===== src/hw/adcc_pkg.sv =====
/*
  Package for the converter control block: register offsets, bit positions,
  reset values, timing constants, state enum and bus carrier structs.
  Assumes a 50 MHz REF_CLK and a 32-bit Avalon-MM register bus.
*/
package adcc_pkg;
  // Register indices (printed offsets are not word multiples)
  localparam logic [9:0] ADCC_IDX_CTRL = 10'h0d0;
  localparam logic [9:0] ADCC_IDX_RESULT = 10'h0d1;
  localparam logic [9:0] ADCC_IDX_STATUS = 10'h0d2;
  localparam logic [9:0] ADCC_IDX_MASK = 10'h0d3;
  localparam int ADCC_AW = 12;
  localparam logic [11:0] ADCC_ADDR_CTRL = {ADCC_IDX_CTRL, 2'b00};
  localparam logic [11:0] ADCC_ADDR_RESULT = {ADCC_IDX_RESULT, 2'b00};
  localparam logic [11:0] ADCC_ADDR_STATUS = {ADCC_IDX_STATUS, 2'b00};
  localparam logic [11:0] ADCC_ADDR_MASK = {ADCC_IDX_MASK, 2'b00};
  // Control bit positions
  localparam int ADCC_BIT_IRQ_EN = 7;
  localparam int ADCC_BIT_EOC = 6;
  localparam int ADCC_BIT_START = 5;
  localparam int ADCC_BIT_POWER = 4;
  localparam int ADCC_BIT_OSC_OFF = 2;
  // Status / mask bit positions
  localparam int ADCC_ST_DONE = 0;
  localparam int ADCC_ST_ABORT = 1;
  localparam int ADCC_NEVT = 2;
  // Reset values
  localparam logic [7:0] ADCC_CTRL_RST = 8'h40;
  localparam logic [7:0] ADCC_RESULT_RST = 8'h00;
  // Timing: conversion time in ns and its cycle count at REF_CLK
  localparam int ADCC_CLK_HZ = 50000000;
  localparam int ADCC_CONV_NS = 70000;
  localparam int ADCC_CONV_CYC = (ADCC_CONV_NS / 1000) * (ADCC_CLK_HZ / 1000000);
  localparam int ADCC_BIT_CYC = ADCC_CONV_CYC / 8;
  localparam int ADCC_NBITS = 8;
  typedef enum logic [1:0] {ADCC_IDLE, ADCC_CONV, ADCC_DONE_ST} adcc_state_t;
  typedef struct packed {
    logic read;
    logic write;
    logic [ADCC_AW-1:0] address;
    logic [31:0] writedata;
    logic [3:0] byteenable;
  } adcc_req_t;
  typedef struct packed {
    logic waitrequest;
    logic readdatavalid;
    logic [31:0] readdata;
  } adcc_rsp_t;
endpackage : adcc_pkg


===== src/hw/adcc_top.sv =====
/*
  Converter control block: control/result registers on Avalon-MM, conversion
  sequencer driving a successive-approximation core, power mode handling and
  interrupt/wake logic. Assumes the analog comparator output is synchronous
  to REF_CLK and that WAIT/STOP levels come from the core's power controller.
*/
`timescale 1ns/10ps
module adcc_top
  import adcc_pkg::*;
(
  // Clock and reset
  input wire logic REF_CLK,
  input wire logic RST_N,
  input wire logic CLK_EN,
  // Avalon-MM slave
  input wire logic [ADCC_AW-1:0] AVS_ADDRESS,
  input wire logic AVS_READ,
  input wire logic AVS_WRITE,
  input wire logic [31:0] AVS_WRITEDATA,
  input wire logic [3:0] AVS_BYTEENABLE,
  output logic [31:0] AVS_READDATA,
  output logic AVS_WAITREQUEST,
  // Power modes
  input wire logic WAIT_MODE,
  input wire logic STOP_MODE,
  output logic WAKE_FROM_WAIT,
  output logic MAIN_OSC_DISABLE,
  // Analog core
  input wire logic CMP_ABOVE,
  output logic [7:0] SAR_CODE,
  output logic CONVERTER_POWER_ON,
  output logic SAMPLE_ACTIVE,
  // Interrupts
  output logic CONV_IRQ,
  output logic EVT_IRQ
);
  ////////////////////////////////////////////////////////////////////////////
  logic conversion_irq_enable_q;
  logic eoc_q;
  logic converter_power_on_q;
  logic main_osc_disable_q;
  logic [7:0] result_q;
  logic [7:0] sar_q;
  logic [2:0] bit_idx_q;
  logic [15:0] tick_q;
  adcc_state_t state_q;
  logic [ADCC_NEVT-1:0] evt_status_q;
  logic [ADCC_NEVT-1:0] evt_mask_q;
  logic [31:0] rdata_q;
  logic ack_q;
  logic done_pulse;
  logic abort_pulse;
  logic wr_ctrl;
  logic start_cmd;
  logic conv_allowed;
  logic acc;

  ////////////////////////////////////////////////////////////////////////////
  // Bus access decode: one wait cycle, then acknowledge
  assign acc = (AVS_READ || AVS_WRITE) && !ack_q;
  assign wr_ctrl = CLK_EN && AVS_WRITE && !ack_q && AVS_BYTEENABLE[0]
                   && (AVS_ADDRESS == ADCC_ADDR_CTRL);
  assign start_cmd = wr_ctrl && AVS_WRITEDATA[ADCC_BIT_START];
  assign conv_allowed = converter_power_on_q && !STOP_MODE;

  always_ff @(posedge REF_CLK or negedge RST_N) begin
    if (!RST_N) begin
      ack_q <= 1'b0;
    end else if (CLK_EN) begin
      ack_q <= acc;
    end
  end

  ////////////////////////////////////////////////////////////////////////////
  // Control register
  always_ff @(posedge REF_CLK or negedge RST_N) begin
    if (!RST_N) begin
      conversion_irq_enable_q <= ADCC_CTRL_RST[ADCC_BIT_IRQ_EN];
      converter_power_on_q <= ADCC_CTRL_RST[ADCC_BIT_POWER];
      main_osc_disable_q <= ADCC_CTRL_RST[ADCC_BIT_OSC_OFF];
    end else if (wr_ctrl) begin
      conversion_irq_enable_q <= AVS_WRITEDATA[ADCC_BIT_IRQ_EN];
      converter_power_on_q <= AVS_WRITEDATA[ADCC_BIT_POWER];
      main_osc_disable_q <= AVS_WRITEDATA[ADCC_BIT_OSC_OFF];
    end
  end

  ////////////////////////////////////////////////////////////////////////////
  // Conversion sequencer
  always_ff @(posedge REF_CLK or negedge RST_N) begin
    if (!RST_N) begin
      state_q <= ADCC_IDLE;
      sar_q <= 8'h00;
      bit_idx_q <= 3'd7;
      tick_q <= 16'h0000;
    end else if (CLK_EN) begin
      if (!conv_allowed) begin
        state_q <= ADCC_IDLE;
      end else if (start_cmd) begin
        state_q <= ADCC_CONV;
        sar_q <= 8'h80;
        bit_idx_q <= 3'(ADCC_NBITS - 1);
        tick_q <= 16'h0000;
      end else begin
        case (state_q)
          ADCC_CONV: begin
            if (tick_q == 16'(ADCC_BIT_CYC - 1)) begin
              tick_q <= 16'h0000;
              if (!CMP_ABOVE) begin
                sar_q[bit_idx_q] <= 1'b0;
              end
              if (bit_idx_q == 3'd0) begin
                state_q <= ADCC_DONE_ST;
              end else begin
                sar_q[bit_idx_q - 3'd1] <= 1'b1;
                bit_idx_q <= bit_idx_q - 3'd1;
              end
            end else begin
              tick_q <= tick_q + 16'h0001;
            end
          end
          ADCC_DONE_ST: begin
            state_q <= ADCC_IDLE;
          end
          default: begin
            state_q <= ADCC_IDLE;
          end
        endcase
      end
    end
  end

  assign done_pulse = CLK_EN && conv_allowed && !start_cmd && (state_q == ADCC_DONE_ST);
  assign abort_pulse = CLK_EN && (state_q == ADCC_CONV)
                       && (!conv_allowed || start_cmd);

  ////////////////////////////////////////////////////////////////////////////
  // Completion flag and result
  always_ff @(posedge REF_CLK or negedge RST_N) begin
    if (!RST_N) begin
      eoc_q <= ADCC_CTRL_RST[ADCC_BIT_EOC];
    end else if (CLK_EN) begin
      if (start_cmd && conv_allowed) begin
        eoc_q <= 1'b0;
      end else if (done_pulse) begin
        eoc_q <= 1'b1;
      end else if (abort_pulse) begin
        eoc_q <= 1'b0;
      end
    end
  end

  always_ff @(posedge REF_CLK or negedge RST_N) begin
    if (!RST_N) begin
      result_q <= ADCC_RESULT_RST;
    end else if (done_pulse) begin
      result_q <= sar_q;
    end
  end

  ////////////////////////////////////////////////////////////////////////////
  // Event status and mask
  always_ff @(posedge REF_CLK or negedge RST_N) begin
    if (!RST_N) begin
      evt_status_q <= '0;
      evt_mask_q <= '0;
    end else if (CLK_EN) begin
      for (int i = 0; i < ADCC_NEVT; i++) begin
        if ((i == ADCC_ST_DONE && done_pulse) || (i == ADCC_ST_ABORT && abort_pulse)) begin
          evt_status_q[i] <= 1'b1;
        end else if (AVS_WRITE && !ack_q && AVS_BYTEENABLE[0]
                     && AVS_ADDRESS == ADCC_ADDR_STATUS && AVS_WRITEDATA[i]) begin
          evt_status_q[i] <= 1'b0;
        end
      end
      if (AVS_WRITE && !ack_q && AVS_BYTEENABLE[0] && AVS_ADDRESS == ADCC_ADDR_MASK) begin
        evt_mask_q <= AVS_WRITEDATA[ADCC_NEVT-1:0];
      end
    end
  end

  ////////////////////////////////////////////////////////////////////////////
  // Read data
  always_ff @(posedge REF_CLK or negedge RST_N) begin
    if (!RST_N) begin
      rdata_q <= 32'h0000_0000;
    end else if (CLK_EN) begin
      rdata_q <= 32'h0000_0000;
      if (AVS_READ && !ack_q) begin
        if (AVS_ADDRESS == ADCC_ADDR_CTRL) begin
          rdata_q[ADCC_BIT_IRQ_EN] <= conversion_irq_enable_q;
          rdata_q[ADCC_BIT_EOC] <= eoc_q;
          rdata_q[ADCC_BIT_POWER] <= converter_power_on_q;
          rdata_q[ADCC_BIT_OSC_OFF] <= main_osc_disable_q;
        end else if (AVS_ADDRESS == ADCC_ADDR_RESULT) begin
          rdata_q[7:0] <= result_q;
        end else if (AVS_ADDRESS == ADCC_ADDR_STATUS) begin
          rdata_q[ADCC_NEVT-1:0] <= evt_status_q;
        end else if (AVS_ADDRESS == ADCC_ADDR_MASK) begin
          rdata_q[ADCC_NEVT-1:0] <= evt_mask_q;
        end
      end
    end
  end

  ////////////////////////////////////////////////////////////////////////////
  // Outputs from flip-flops
  always_ff @(posedge REF_CLK or negedge RST_N) begin
    if (!RST_N) begin
      CONV_IRQ <= 1'b0;
      WAKE_FROM_WAIT <= 1'b0;
      EVT_IRQ <= 1'b0;
      SAR_CODE <= 8'h00;
      SAMPLE_ACTIVE <= 1'b0;
      CONVERTER_POWER_ON <= 1'b0;
      MAIN_OSC_DISABLE <= 1'b0;
    end else if (CLK_EN) begin
      CONV_IRQ <= conversion_irq_enable_q && eoc_q && !(start_cmd && conv_allowed);
      WAKE_FROM_WAIT <= conversion_irq_enable_q && eoc_q && WAIT_MODE && !STOP_MODE
                        && !(start_cmd && conv_allowed);
      EVT_IRQ <= |(evt_status_q & evt_mask_q);
      SAR_CODE <= sar_q;
      SAMPLE_ACTIVE <= (state_q == ADCC_CONV) && conv_allowed;
      CONVERTER_POWER_ON <= conv_allowed;
      MAIN_OSC_DISABLE <= main_osc_disable_q;
    end
  end

  assign AVS_READDATA = rdata_q;
  assign AVS_WAITREQUEST = !ack_q;
endmodule : adcc_top


===== config.mk =====
export PLATFORM = sky130hd
export DESIGN_NAME = adcc_top
export DESIGN_NICKNAME = d
export VERILOG_FILES = /design/src/hw/adcc_pkg.sv /design/src/hw/adcc_top.sv
export SDC_FILE = /design/constraint.sdc
export NUM_CORES = 1
export LEC_CHECK = 0
export BUFFER_PORTS_ARGS = -buffer_cell sky130_fd_sc_hd__buf_2
export CAP_MARGIN = 40
export CORE_MARGIN = 2
export CORE_UTILIZATION = 45
export CTS_CLUSTER_DIAMETER = 200
export CTS_CLUSTER_SIZE = 20
export DETAILED_ROUTE_END_ITERATION = 10
export GPL_ROUTABILITY_DRIVEN = 0
export PLACE_DENSITY_LB_ADDON = 0.12
export SYNTH_ARGS = -nofsm -noshare
export SYNTH_HDL_FRONTEND = slang
export SYNTH_SLANG_ARGS = --single-unit

===== constraint.sdc =====
create_clock -name REF_CLK -period 3.25 [get_ports REF_CLK]
set_input_delay 0.4875 -clock REF_CLK [delete_from_list [all_inputs] [get_ports REF_CLK]]
set_output_delay 0.4875 -clock REF_CLK [all_outputs]
set_load 0.01 [all_outputs]

==> summary.txt, run 1 <==
Logic synthesis
  • Post-Synthesis Cells: around 380
  • Post-synth top area share: 0.4244
  • Async S/R FF share, synth: 1.000
  • Dominant cell type by area after synthesis: dfrtp_1
  • Register area share after synthesis: 0.4523
  • Post-synth top cells: dfrtp_1 (64), nand2_1 (29), buf_4 (24), o21ai_0 (24), a21oi_1 (23)
  • Synth warn: 0
  • Ys flop type: dfrtp_1
  • Top post-synthesis cells by area: dfrtp_1 (42%), mux2_2 (6.6%), buf_4 (4.8%), o21ai_0 (3.2%), a21oi_1 (3.1%)
  • Post-synth EDFFs: 0
  • Most common cell in the netlist: dfrtp_1
  • Yosys cell types: 55
  • Post-Syn Area: between 3000 and 4000 µm²
  • Seq cells post-synth: roughly 70
  • Syn Area/Cell: a little under 10 µm²

Placed design
  • Port buffer count: 49
  • Dpl cell area: between 4000 and 5000 µm²
  • Detailed Place HPWL: 6.623 mm

Finish
  • Area Overhead vs Synth: 12.60%
  • Share of layout cells above drive strength 1: 0.2426
  • Final core utilization: 0.5197
  • Layout Cell Area excl Fill: about 4200 µm²
  • N_diodes: 0
  • Fin nets: 492

Worst setup path
  • Crit path buf inv count: 1
  • Worst EP arrival: about 2.8 ns
  • Critical path origin: tick_q[0]$_DFFE_PN0P_
  • Cells on worst reg2reg path: 7
  • Max stage delay on crit path: about 0.68 ns
  • Max Fanout on Critical Path: 8
  • Critical Path, Cell by Cell: inv_1 > ha_1 > nor4b_1 > nand4_1 > a2111oi_0 > nand3_1 > o21ai_0
  • Critical path's slowest cell: a2111oi_0
  • WS Path Type: reg2reg
  • R2R Setup Slk: between 0.7 and 0.8 ns
  • Delay-heaviest family, CP: compound AO/OA/AOI/OAI gates
  • Worst reg2reg path endpoint: sar_q[1]$_DFFE_PN0P_
  • Crit end category: flip-flop
  • Required @ worst endpoint: ~3.5 ns
  • R2R Path Start: tick_q[0]$_DFFE_PN0P_
  • Critical Path Start Type: flip-flop

Timing
  • Final-report setup violation count: 0
  • Hold Vio Cnt, Final: 0
  • Relative slew slack: 0.4733
  • Period minus WS final: between 2 and 2.5 ns
  • Fmax: between 0.4 and 0.5 GHz
  • Clk_skew: between 0.009 and 0.01 ns
  • TNS Setup: 0 ns
  • Number of max-slew violations in the final report: 0
  • Worst slew pin tran: around 0.77 ns
  • Final cycle utilization of the critical path: 0.7626
  • RSZ-0062 raised after global routing: false

Power
  • Pwr dens: about 390 nW/µm²
  • Leak: slightly below 2 nW
  • Peak supply drop: ~0.18 mV

Clock tree
  • Clk sink count: around 70
  • Postcts setup bufs: 0
  • Cts-stage hold buffer count: 0
  • CTS tree: built
  • Num CTS Buffers: 9
  • CTS Buffer Depth: 2
  • Post-CTS sizing: 0
  • Clk Latency, worst-skew pair: between 0.3 and 0.4 ns
  • H-tree level count: 3
  • Clk slew on worst S/H paths: around 0.080 ns
  • Clock root buffer: clkbuf_8

Route
  • Drt total wl: approximately 9 mm
  • First-pass DRT Iterations: 4
  • Vias: slightly above 3000
  • Vias per cell: 5.670
  • DR DRC count: 0
  • DR WL/cell: 16.64 µm
  • DR iter-0 viols: ~210
  • Detail Route Antenna Nets: 0

Floorplanning
  • Die W: approximately 96 µm
  • Initial core utilization: 0.4616
  • Core Area: 8175 µm²
  • Die Area: 9135 µm²
  • Die Ht: roughly 96 µm
  • I/O pins: just over 100
  • Rows: 33

Global route
  • Initial antenna violation count: 0
  • Vias in the first global route: between 2000 and 3000
  • Global-route wire length before repair: ~15 mm
  • Tot GR Track Use: 0.2126
  • Largest net degree at the start of global routing: 38
  • Congestion Overflow GR: 0

Status
  • Run status: completed

Job
  • Maxcap violations: 0

Hold path
  • Min-Delay Path Class: in2async
-- layout by cell type, fill, tap and decap left out, drive strengths merged, types with 6 or more instances in the layout --
master   n
nor3     7
dfrtp   64
a21oi   23
nand2b   6
conb    24
nor4     7
o31ai   12
mux2    22
clkbuf   9
nand3   18
nand2   29
nor2    21
nor2b    8
buf     56
inv     17
o21ai   24
or4     12
-- routing by layer --
| layer | global-route usage | up-vias | part of all wire |
|---|---|---|---|
| met5 | 0 | - | 0 |
| met2 | 0.3246 | 90 | 0.46 |
| li1 | - | 1473 | - |
| met4 | 0.06667 | 0 | 0.016 |
| met1 | 0.2948 | 1498 | 0.47 |
| met3 | 0.05692 | 12 | 0.058 |
-- worst register-to-register path: stages, from the launching register on --
cell,delay [ns]
dfrtp_1,0.48
inv_1,0.09
ha_1,0.19
nor4b_1,0.31
nand4_1,0.29
a2111oi_0,0.69
nand3_1,0.17
o21ai_0,0.20
-- flip-flops by register name, indices dropped and copies added, names as in the netlist --
signal,flops
tick_q,16
AVS_READDATA,8
SAR_CODE,8
result_q,8
sar_q,8
bit_idx_q,3
evt_mask_q,2
evt_status_q,2
state_q,2
CONVERTER_POWER_ON,1
CONV_IRQ,1
EVT_IRQ,1
MAIN_OSC_DISABLE,1
SAMPLE_ACTIVE,1
WAKE_FROM_WAIT,1
ack_q,1
conversion_irq_enable_q,1
converter_power_on_q,1
eoc_q,1
main_osc_disable_q,1
-- layout make-up --
type | instances | area, µm²
clock inverter | 7 | 81.33
clock buffer | 9 | 123.9
inverter | 13 | 48.80
multi-input combinational | 284 | 1851
sequential | 68 | 1707
tap | 105 | 131.4
timing repair buffer | 56 | 306.5
fill | 798 | 3926
-- worst max path at each step --
stage / end / slack (ns) / cells after the start
floorplan: tick_q[10]$_DFFE_PN0P_ / 0.85 / 6
global placement: tick_q[15]$_DFFE_PN0P_ / 0.47 / 6
detailed placement: tick_q[12]$_DFFE_PN0P_ / 0.44 / 6
CTS: sar_q[1]$_DFFE_PN0P_ / 0.76 / 7
global route: sar_q[1]$_DFFE_PN0P_ / 0.56 / 7
finish: sar_q[1]$_DFFE_PN0P_ / 0.77 / 7
-- where the power goes --
part	internal, W	switching [W]
sequential	0.000849	0.00000233
clock	0.000366	0.000369
combinational	0.0000257	0.0000581
-- logic make-up after synthesis --
group,Yosys count,synth area share
adder cells (fa/ha/maj),4,0.01326
AO/OA/AOI/OAI,97,0.1731
multiplexers,22,0.06565
XOR/XNOR,1,0.002321
flip-flops,68,0.4523
buffers and inverters,54,0.08024
other,1,0.0009937
AND/OR/NAND/NOR,136,0.2122
-- stage by stage --
step,total power (W),worst slack [ns],cells,hold slack [ns]
floorplan,0.0009289,0.8532,406,0.1919
detailed placement,0.0009533,0.4415,526,0.4671
global route,0.001749,0.5584,542,0.2290
CTS,0.001696,0.7588,542,0.1941
finish,0.001670,0.7714,542,0.1809
global placement,0.0009528,0.4673,525,0.4635
(Power assumes the default switching activity.)
==> inputs of run 2 (changes only) <==
==> constraint.sdc (replaced) <==
create_clock -name REF_CLK -period 2.1 [get_ports REF_CLK]
set_input_delay 0.315 -clock REF_CLK [delete_from_list [all_inputs] [get_ports REF_CLK]]
set_output_delay 0.315 -clock REF_CLK [all_outputs]
set_load 0.01 [all_outputs]
==> summary.txt, run 2 (synthesized netlist as in run 1, its figures left out) <==
Finish
  • Area Overhead vs Synth: 26.69%
  • Share of layout cells above drive strength 1: 0.3502 (+0.1076)
  • Most frequent cells in the layout: dfrtp_1 (64), buf_4 (60), buf_2 (49), nand2_1 (29), conb_1 (24)
  • Most common cell after layout, fill and taps aside: dfrtp_1
  • Footprint of the multi-input gates: 1957 µm² (+5.7%)
  • Fin cells: 599 (+11%)
  • N_diodes: 0 (unchanged)
  • Max reg flops: 16 (unchanged)
  • Sequential cell area: 1707 µm² (unchanged)
  • Fin nets: 549 (+12%)
  • Top reg by flops: tick_q
  • Fill cells: 724 (-9.3%)

Global route
  • Largest net degree at the start of global routing: 69 (+82%)
  • Global-route wire length before repair: 15.95 mm (+8.3%)
  • Congestion Overflow GR: 0 (unchanged)
  • M3 GR Usage: 0.04269 (-0.01423)
  • Tot GR Track Use: 0.2289 (+0.01628)
  • GR Layer Usage met2: 0.3666 (+0.04196)
  • M1 GR Usage: 0.3069 (+0.01211)
  • Initial antenna violation count: 0 (unchanged)
  • Gr busiest metal: met2
  • Vias in the first global route: 3231 (+12%)

Route
  • Vias per cell: 5.626 (-0.77%)
  • DR WL/cell: 16.53 µm (-0.70%)
  • DR DRC count: 0 (unchanged)
  • Vias: 3370 (+9.7%)
  • Drt total wl: 9.900 mm (+9.7%)
  • DR iter-0 viols: 152 (-29%)
  • First-pass DRT Iterations: 5 (+1)
  • Detail Route Antenna Nets: 0 (unchanged)

Clock tree
  • CTS tree: built
  • Clk Latency, worst-skew pair: 0.36 ns (about the same)
  • Clock root buffer: clkbuf_8
  • Num CTS Buffers: 9 (unchanged)
  • Clk slew on worst S/H paths: 0.08 ns (about the same)
  • Clk sink count: 68 (unchanged)
  • H-tree level count: 3 (unchanged)
  • CTS Buffer Depth: 2 (unchanged)

Floorplanning
  • Core Area: 8175 µm² (unchanged)
  • Die W: 95.58 µm (unchanged)
  • Die Area: 9135 µm² (unchanged)
  • Rows: 33 (unchanged)
  • I/O pins: 103 (unchanged)
  • Die Ht: 95.58 µm (unchanged)
  • Initial core utilization: 0.4616 (unchanged)

Worst setup path
  • Max stage delay on crit path: 0.63 ns (-0.05 ns)
  • Max Fanout on Critical Path: 10 (+2)
  • Critical Path, Cell by Cell: nand3b_1 > buf_4 > nor4b_4 > mux2_2
  • Crit end category: flip-flop
  • Cells on worst reg2reg path: 4 (-3)
  • WS Path Type: reg2reg
  • Critical Path Start Type: flip-flop
  • Critical path's slowest cell: nor4b_4
  • R2R Setup Slk: 0.05 ns (-0.72 ns)
  • R2R Path Start: converter_power_on_q$_DFFE_PN0N_
  • Worst EP arrival: 2.29 ns (-0.46 ns)
  • Worst reg2reg path endpoint: result_q[0]$_DFFE_PN0P_
  • Required @ worst endpoint: 2.34 ns (-1.18 ns)

Placed design
  • Detailed Place HPWL: 7.301 mm (+10%)
  • Placed insts: 578 (+9.9%)
  • Pre-CTS WS: -0.3023 ns (-0.7439 ns)
  • Port buffer count: 49 (unchanged)

Power
  • Peak supply drop: 0.3494 mV (+99%)
  • Leak: 2.293 nW (+17%)
  • Pwr dens: 549.3 nW/µm² (+40%)

Timing
  • Relative slew slack: 0.5394 (+0.06614)
  • Worst slew pin tran: 0.6879 ns (-0.08221 ns)
  • Number of max-slew violations in the final report: 0 (unchanged)
  • Final-report setup violation count: 0 (unchanged)
  • RSZ-0062 raised after global routing: true
  • Final WS setup: 0.05445 ns (-0.7170 ns)
  • Clk_skew: 0.007944 ns (-0.001667 ns)
  • Fmax: 0.4889 GHz (+21%)
  • Hold Vio Cnt, Final: 0 (unchanged)
  • Period minus WS final: 2.046 ns (-0.4330 ns)
  • Final cycle utilization of the critical path: 0.9741 (+0.2114)

Hold path
  • Hold Crit Depth: 2
  • Worst Hold Launch: AVS_WRITEDATA[7]
  • Min-Delay Path Class: in2reg
  • Hold EP: conversion_irq_enable_q$_DFFE_PN0N_

Job
  • Maxcap violations: 0 (unchanged)

Status
  • Run status: completed
[run 2: changes by cell type in the layout (fill, tap and decap cells not counted), sizes merged]
cell         previous run  this run
dlygate4sd3             0         1
inv                    17        16
a2bb2oi                 1         2
buf                    56       111
clkinv                  1         2
[run 2: critical path: cells and delay by family, from the launching register on]
family | cells | cell delay (ns)
DFF | 1 | 0.42
and+or+nand+nor | 2 | 0.88
muxes | 1 | 0.40
buffers and inverters | 1 | 0.23
[run 2: repair_timing]
item | CTS | global route
gates resized for setup | 4 | 13
hold buffers | 1 | 0
endpoints found under the setup margin | 10 | 14
endpoints found under the hold margin | 64 | 0
cloned | 0 | 1
pin swaps | 1 | 9
setup buffers | 1 | 2
[run 2: per-stage QoR]
step | cell area, µm² | hold WS, ns | util | TNS (ns) | total power [W]
final | 4781 | 0.1845 | 0.5848 | 0 | 0.002626
after global routing | 4781 | 0.1699 | 0.5848 | -0.1474 | 0.002730
after CTS | 4684 | 0.1737 | 0.5730 | -0.006189 | 0.002648
after detailed placement | 4439 | 0.3646 | 0.5430 | -8.160 | 0.001493
after global placement | 4436 | 0.3644 | 0.5425 | -7.927 | 0.001490
after floorplan | 3872 | 0.01941 | - | -0.9072 | 0.001438
[run 2: worst max path at each step]
stage / start / end / cells past startpoint
after floorplan: AVS_ADDRESS[7] / result_q[0]$_DFFE_PN0P_ / 6
after global placement: AVS_ADDRESS[7] / sar_q[1]$_DFFE_PN0P_ / 7
after detailed placement: AVS_ADDRESS[7] / sar_q[1]$_DFFE_PN0P_ / 7
after CTS: tick_q[6]$_DFFE_PN0P_ / sar_q[1]$_DFFE_PN0P_ / 5
after global routing: converter_power_on_q$_DFFE_PN0N_ / result_q[0]$_DFFE_PN0P_ / 4
final: converter_power_on_q$_DFFE_PN0N_ / result_q[0]$_DFFE_PN0P_ / 4
[run 2: cell type report]
class                      instances  share of cell area
timing repair buffer             112              0.1526
clock buffer                       9             0.02591
inverter                          13             0.01021
clock inverter                     7             0.01753
multi-input combinational        285              0.4093
tap                              105             0.02748
sequential                        68              0.3570
[run 2: power breakdown]
group          switching [W]  internal (W)  leakage (nW)
registers         0.00000289       0.00131         0.930
logic              0.0000975     0.0000550          1.26
clock network       0.000589      0.000569         0.102
[run 2: routing by layer]
| layer | share of wire | wire [µm] | vias to the layer above |
|---|---|---|---|
| li1 | - | - | 1590 |
| met1 | 0.44 | 4368 | 1650 |
| met2 | 0.48 | 4718 | 112 |
| met3 | 0.061 | 606 | 18 |
| met4 | 0.021 | 206 | 0 |
| met5 | 0 | 0 | - |
==> inputs of run 3 (changes only) <==
--- a/config.mk
+++ b/config.mk
@@ -7,8 +7,10 @@
 export LEC_CHECK = 0
 export BUFFER_PORTS_ARGS = -buffer_cell sky130_fd_sc_hd__buf_2
 export CAP_MARGIN = 40
+export CELL_PAD_IN_SITES_DETAIL_PLACEMENT = 0
+export CELL_PAD_IN_SITES_GLOBAL_PLACEMENT = 1
 export CORE_MARGIN = 2
-export CORE_UTILIZATION = 45
+export CORE_UTILIZATION = 36
 export CTS_CLUSTER_DIAMETER = 200
 export CTS_CLUSTER_SIZE = 20
 export DETAILED_ROUTE_END_ITERATION = 10
==> constraint.sdc (replaced) <==
create_clock -name REF_CLK -period 2.1 [get_ports REF_CLK]
set_input_delay 0.315 -clock REF_CLK [delete_from_list [all_inputs] [get_ports REF_CLK]]
set_output_delay 0.315 -clock REF_CLK [all_outputs]
set_load 0.005 [all_outputs]
==> summary.txt, run 3 (synthesized netlist as in run 1, its figures left out) <==
Status
  • Run status: completed

Route
  • DR WL/cell: 16.88 µm (+2.2%)
  • Vias per cell: 5.337 (-5.1%)
  • Drt total wl: 10.64 mm (+7.4%)
  • DR DRC count: 0 (unchanged)
  • First-pass DRT Iterations: 4 (-1)
  • Vias: 3362 (-0.24%)
  • Detail Route Antenna Nets: 0 (unchanged)
  • DR iter-0 viols: 160 (+5.3%)

Finish
  • Share of layout cells above drive strength 1: 0.3563 (+0.006073)
  • Top reg by flops: tick_q
  • Max reg flops: 16 (unchanged)
  • Sequential cell area: 1707 µm² (unchanged)
  • Most frequent cells in the layout: dfrtp_1 (64), buf_4 (59), buf_2 (49), nand2_1 (28), conb_1 (24)
  • Area Overhead vs Synth: 28.85%
  • N_diodes: 0 (unchanged)
  • Final core utilization: 0.4752 (-0.1096)
  • Most common cell after layout, fill and taps aside: dfrtp_1
  • Footprint of the multi-input gates: 2002 µm² (+2.3%)
  • Layout Cell Area excl Fill: 4862 µm² (+1.7%)
  • Fin nets: 549 (unchanged)
  • Fill cells: 1014 (+40%)

Placed design
  • Dpl cell area: 4437 µm² (about the same)
  • Port buffer count: 49 (unchanged)
  • Detailed Place HPWL: 7.564 mm (+3.6%)

Floorplanning
  • Die Area: 11320 µm² (+24%)
  • Core Area: 10230 µm² (+25%)
  • Initial core utilization: 0.3688 (-0.09275)
  • Rows: 37 (+12%)
  • Die Ht: 106.4 µm (+11%)
  • Die W: 106.4 µm (+11%)
  • I/O pins: 103 (unchanged)

Worst setup path
  • Max Fanout on Critical Path: 4 (-6)
  • WS Path Type: reg2reg
  • Max stage delay on crit path: 0.44 ns (-0.19 ns)
  • Critical path's slowest cell: nor4b_1
  • Critical Path Start Type: flip-flop
  • Worst EP arrival: 2.28 ns (about the same)
  • Critical Path, Cell by Cell: nor4b_1 > and4_1 > nand3_2 > buf_4 > o311ai_0 > o31ai_1
  • R2R Setup Slk: 0.05 ns (about the same)
  • Required @ worst endpoint: 2.32 ns (-0.02 ns)
  • Crit path buf inv count: 1 (unchanged)
  • Crit end category: flip-flop
  • Worst path depth: 6 (+2)
  • Cells on worst reg2reg path: 6 (+2)
  • Delay-heaviest family, CP: simple AND/OR/NAND/NOR gates

Clock tree
  • Clk Latency, worst-skew pair: 0.35 ns (about the same)
  • Clock root buffer: clkbuf_8
  • Num CTS Buffers: 9 (unchanged)
  • CTS Buffer Depth: 2 (unchanged)
  • H-tree level count: 3 (unchanged)
  • Clk sink count: 68 (unchanged)
  • CTS tree: built
  • Clk slew on worst S/H paths: 0.09 ns (about the same)

Power
  • Pwr dens: 537.2 nW/µm² (-2.2%)
  • Peak supply drop: 0.2470 mV (-29%)
  • Power Total: 0.002612 W (-0.54%)
  • Leak: 2.276 nW (-0.75%)

Timing
  • Clk_skew: 0.008341 ns (+0.0003973 ns)
  • RSZ-0062 raised after global routing: true
  • Final cycle utilization of the critical path: 0.9775 (+0.003453)
  • Final-report setup violation count: 0 (unchanged)
  • Hold Vio Cnt, Final: 0 (unchanged)
  • Number of max-slew violations in the final report: 0 (unchanged)
  • Fmax: 0.4871 GHz (-0.35%)
  • TNS Setup: 0 ns (unchanged)
  • Hold WS: 0.1951 ns (+0.01064 ns)
  • Period minus WS final: 2.053 ns (+0.007252 ns)

Global route
  • Global-route wire length before repair: 16.86 mm (+5.7%)
  • Largest net degree at the start of global routing: 69 (unchanged)
  • Congestion Overflow GR: 0 (unchanged)
  • Initial antenna violation count: 0 (unchanged)
  • Tot GR Track Use: 0.1917 (-0.03727)
  • Vias in the first global route: 3272 (+1.3%)

Job
  • Maxcap violations: 0 (unchanged)

Hold path
  • Min-Delay Path Class: in2reg
  • Hold Crit Depth: 2 (unchanged)
==> run 3: cell type report <==
type	instances	area share
inverter	13	0.01004
multi-input combinational	286	0.4117
tap	136	0.03500
clock inverter	7	0.01673
timing repair buffer	111	0.1500
clock buffer	9	0.02548
sequential	68	0.3510
==> run 3: path summary, 6_finish.rpt <==
kind                                                 from                               end
max in group asynchronous                           RST_N                 eoc_q$_DFFE_PN1P_
min reg2reg                CONVERTER_POWER_ON$_DFFE_PN0P_    CONVERTER_POWER_ON$_DFFE_PN0P_
max                                 tick_q[6]$_DFFE_PN0P_              sar_q[2]$_DFFE_PN0P_
max reg2reg                         tick_q[6]$_DFFE_PN0P_              sar_q[2]$_DFFE_PN0P_
min                                      AVS_WRITEDATA[4]  converter_power_on_q$_DFFE_PN0N_
min in group asynchronous                           RST_N               EVT_IRQ$_DFFE_PN0P_
==> run 3: metal layers <==
layer	vias to the layer above	routed length, µm	global-route usage	share of wire
li1	1595	-	-	-
met1	1668	5020	0.2610	0.47
met2	89	4929	0.3045	0.46
met3	10	526	0.03372	0.049
met4	0	161	0.07143	0.015
met5	-	0	0	0
==> run 3: repair_timing <==
item,4_1_cts,5_1_grt
buffers inserted,1,7
hold buffers,1,0
gates resized for setup,9,14
cloned,0,2
hold endpoints to repair,57,0
pin swaps,1,9
endpoints found under the setup margin,9,24
==> run 3: where the power goes <==
| group | switching [W] | leakage, nW | internal [W] |
|---|---|---|---|
| combinational | 0.0000862 | 1.25 | 0.0000518 |
| clock | 0.000591 | 0.101 | 0.000566 |
| sequential | 0.00000336 | 0.930 | 0.00131 |
| total | 0.000681 | 2.28 | 0.00193 |
==> run 3: metrics by stage <==
step	setup slack (ns)	std cells
6_report	0.04720	630
5_1_grt	-0.05059	630
4_1_cts	0.01191	621
3_5_place_dp	-0.3055	603
3_3_place_gp	-0.2939	603
2_1_floorplan	-0.07474	406
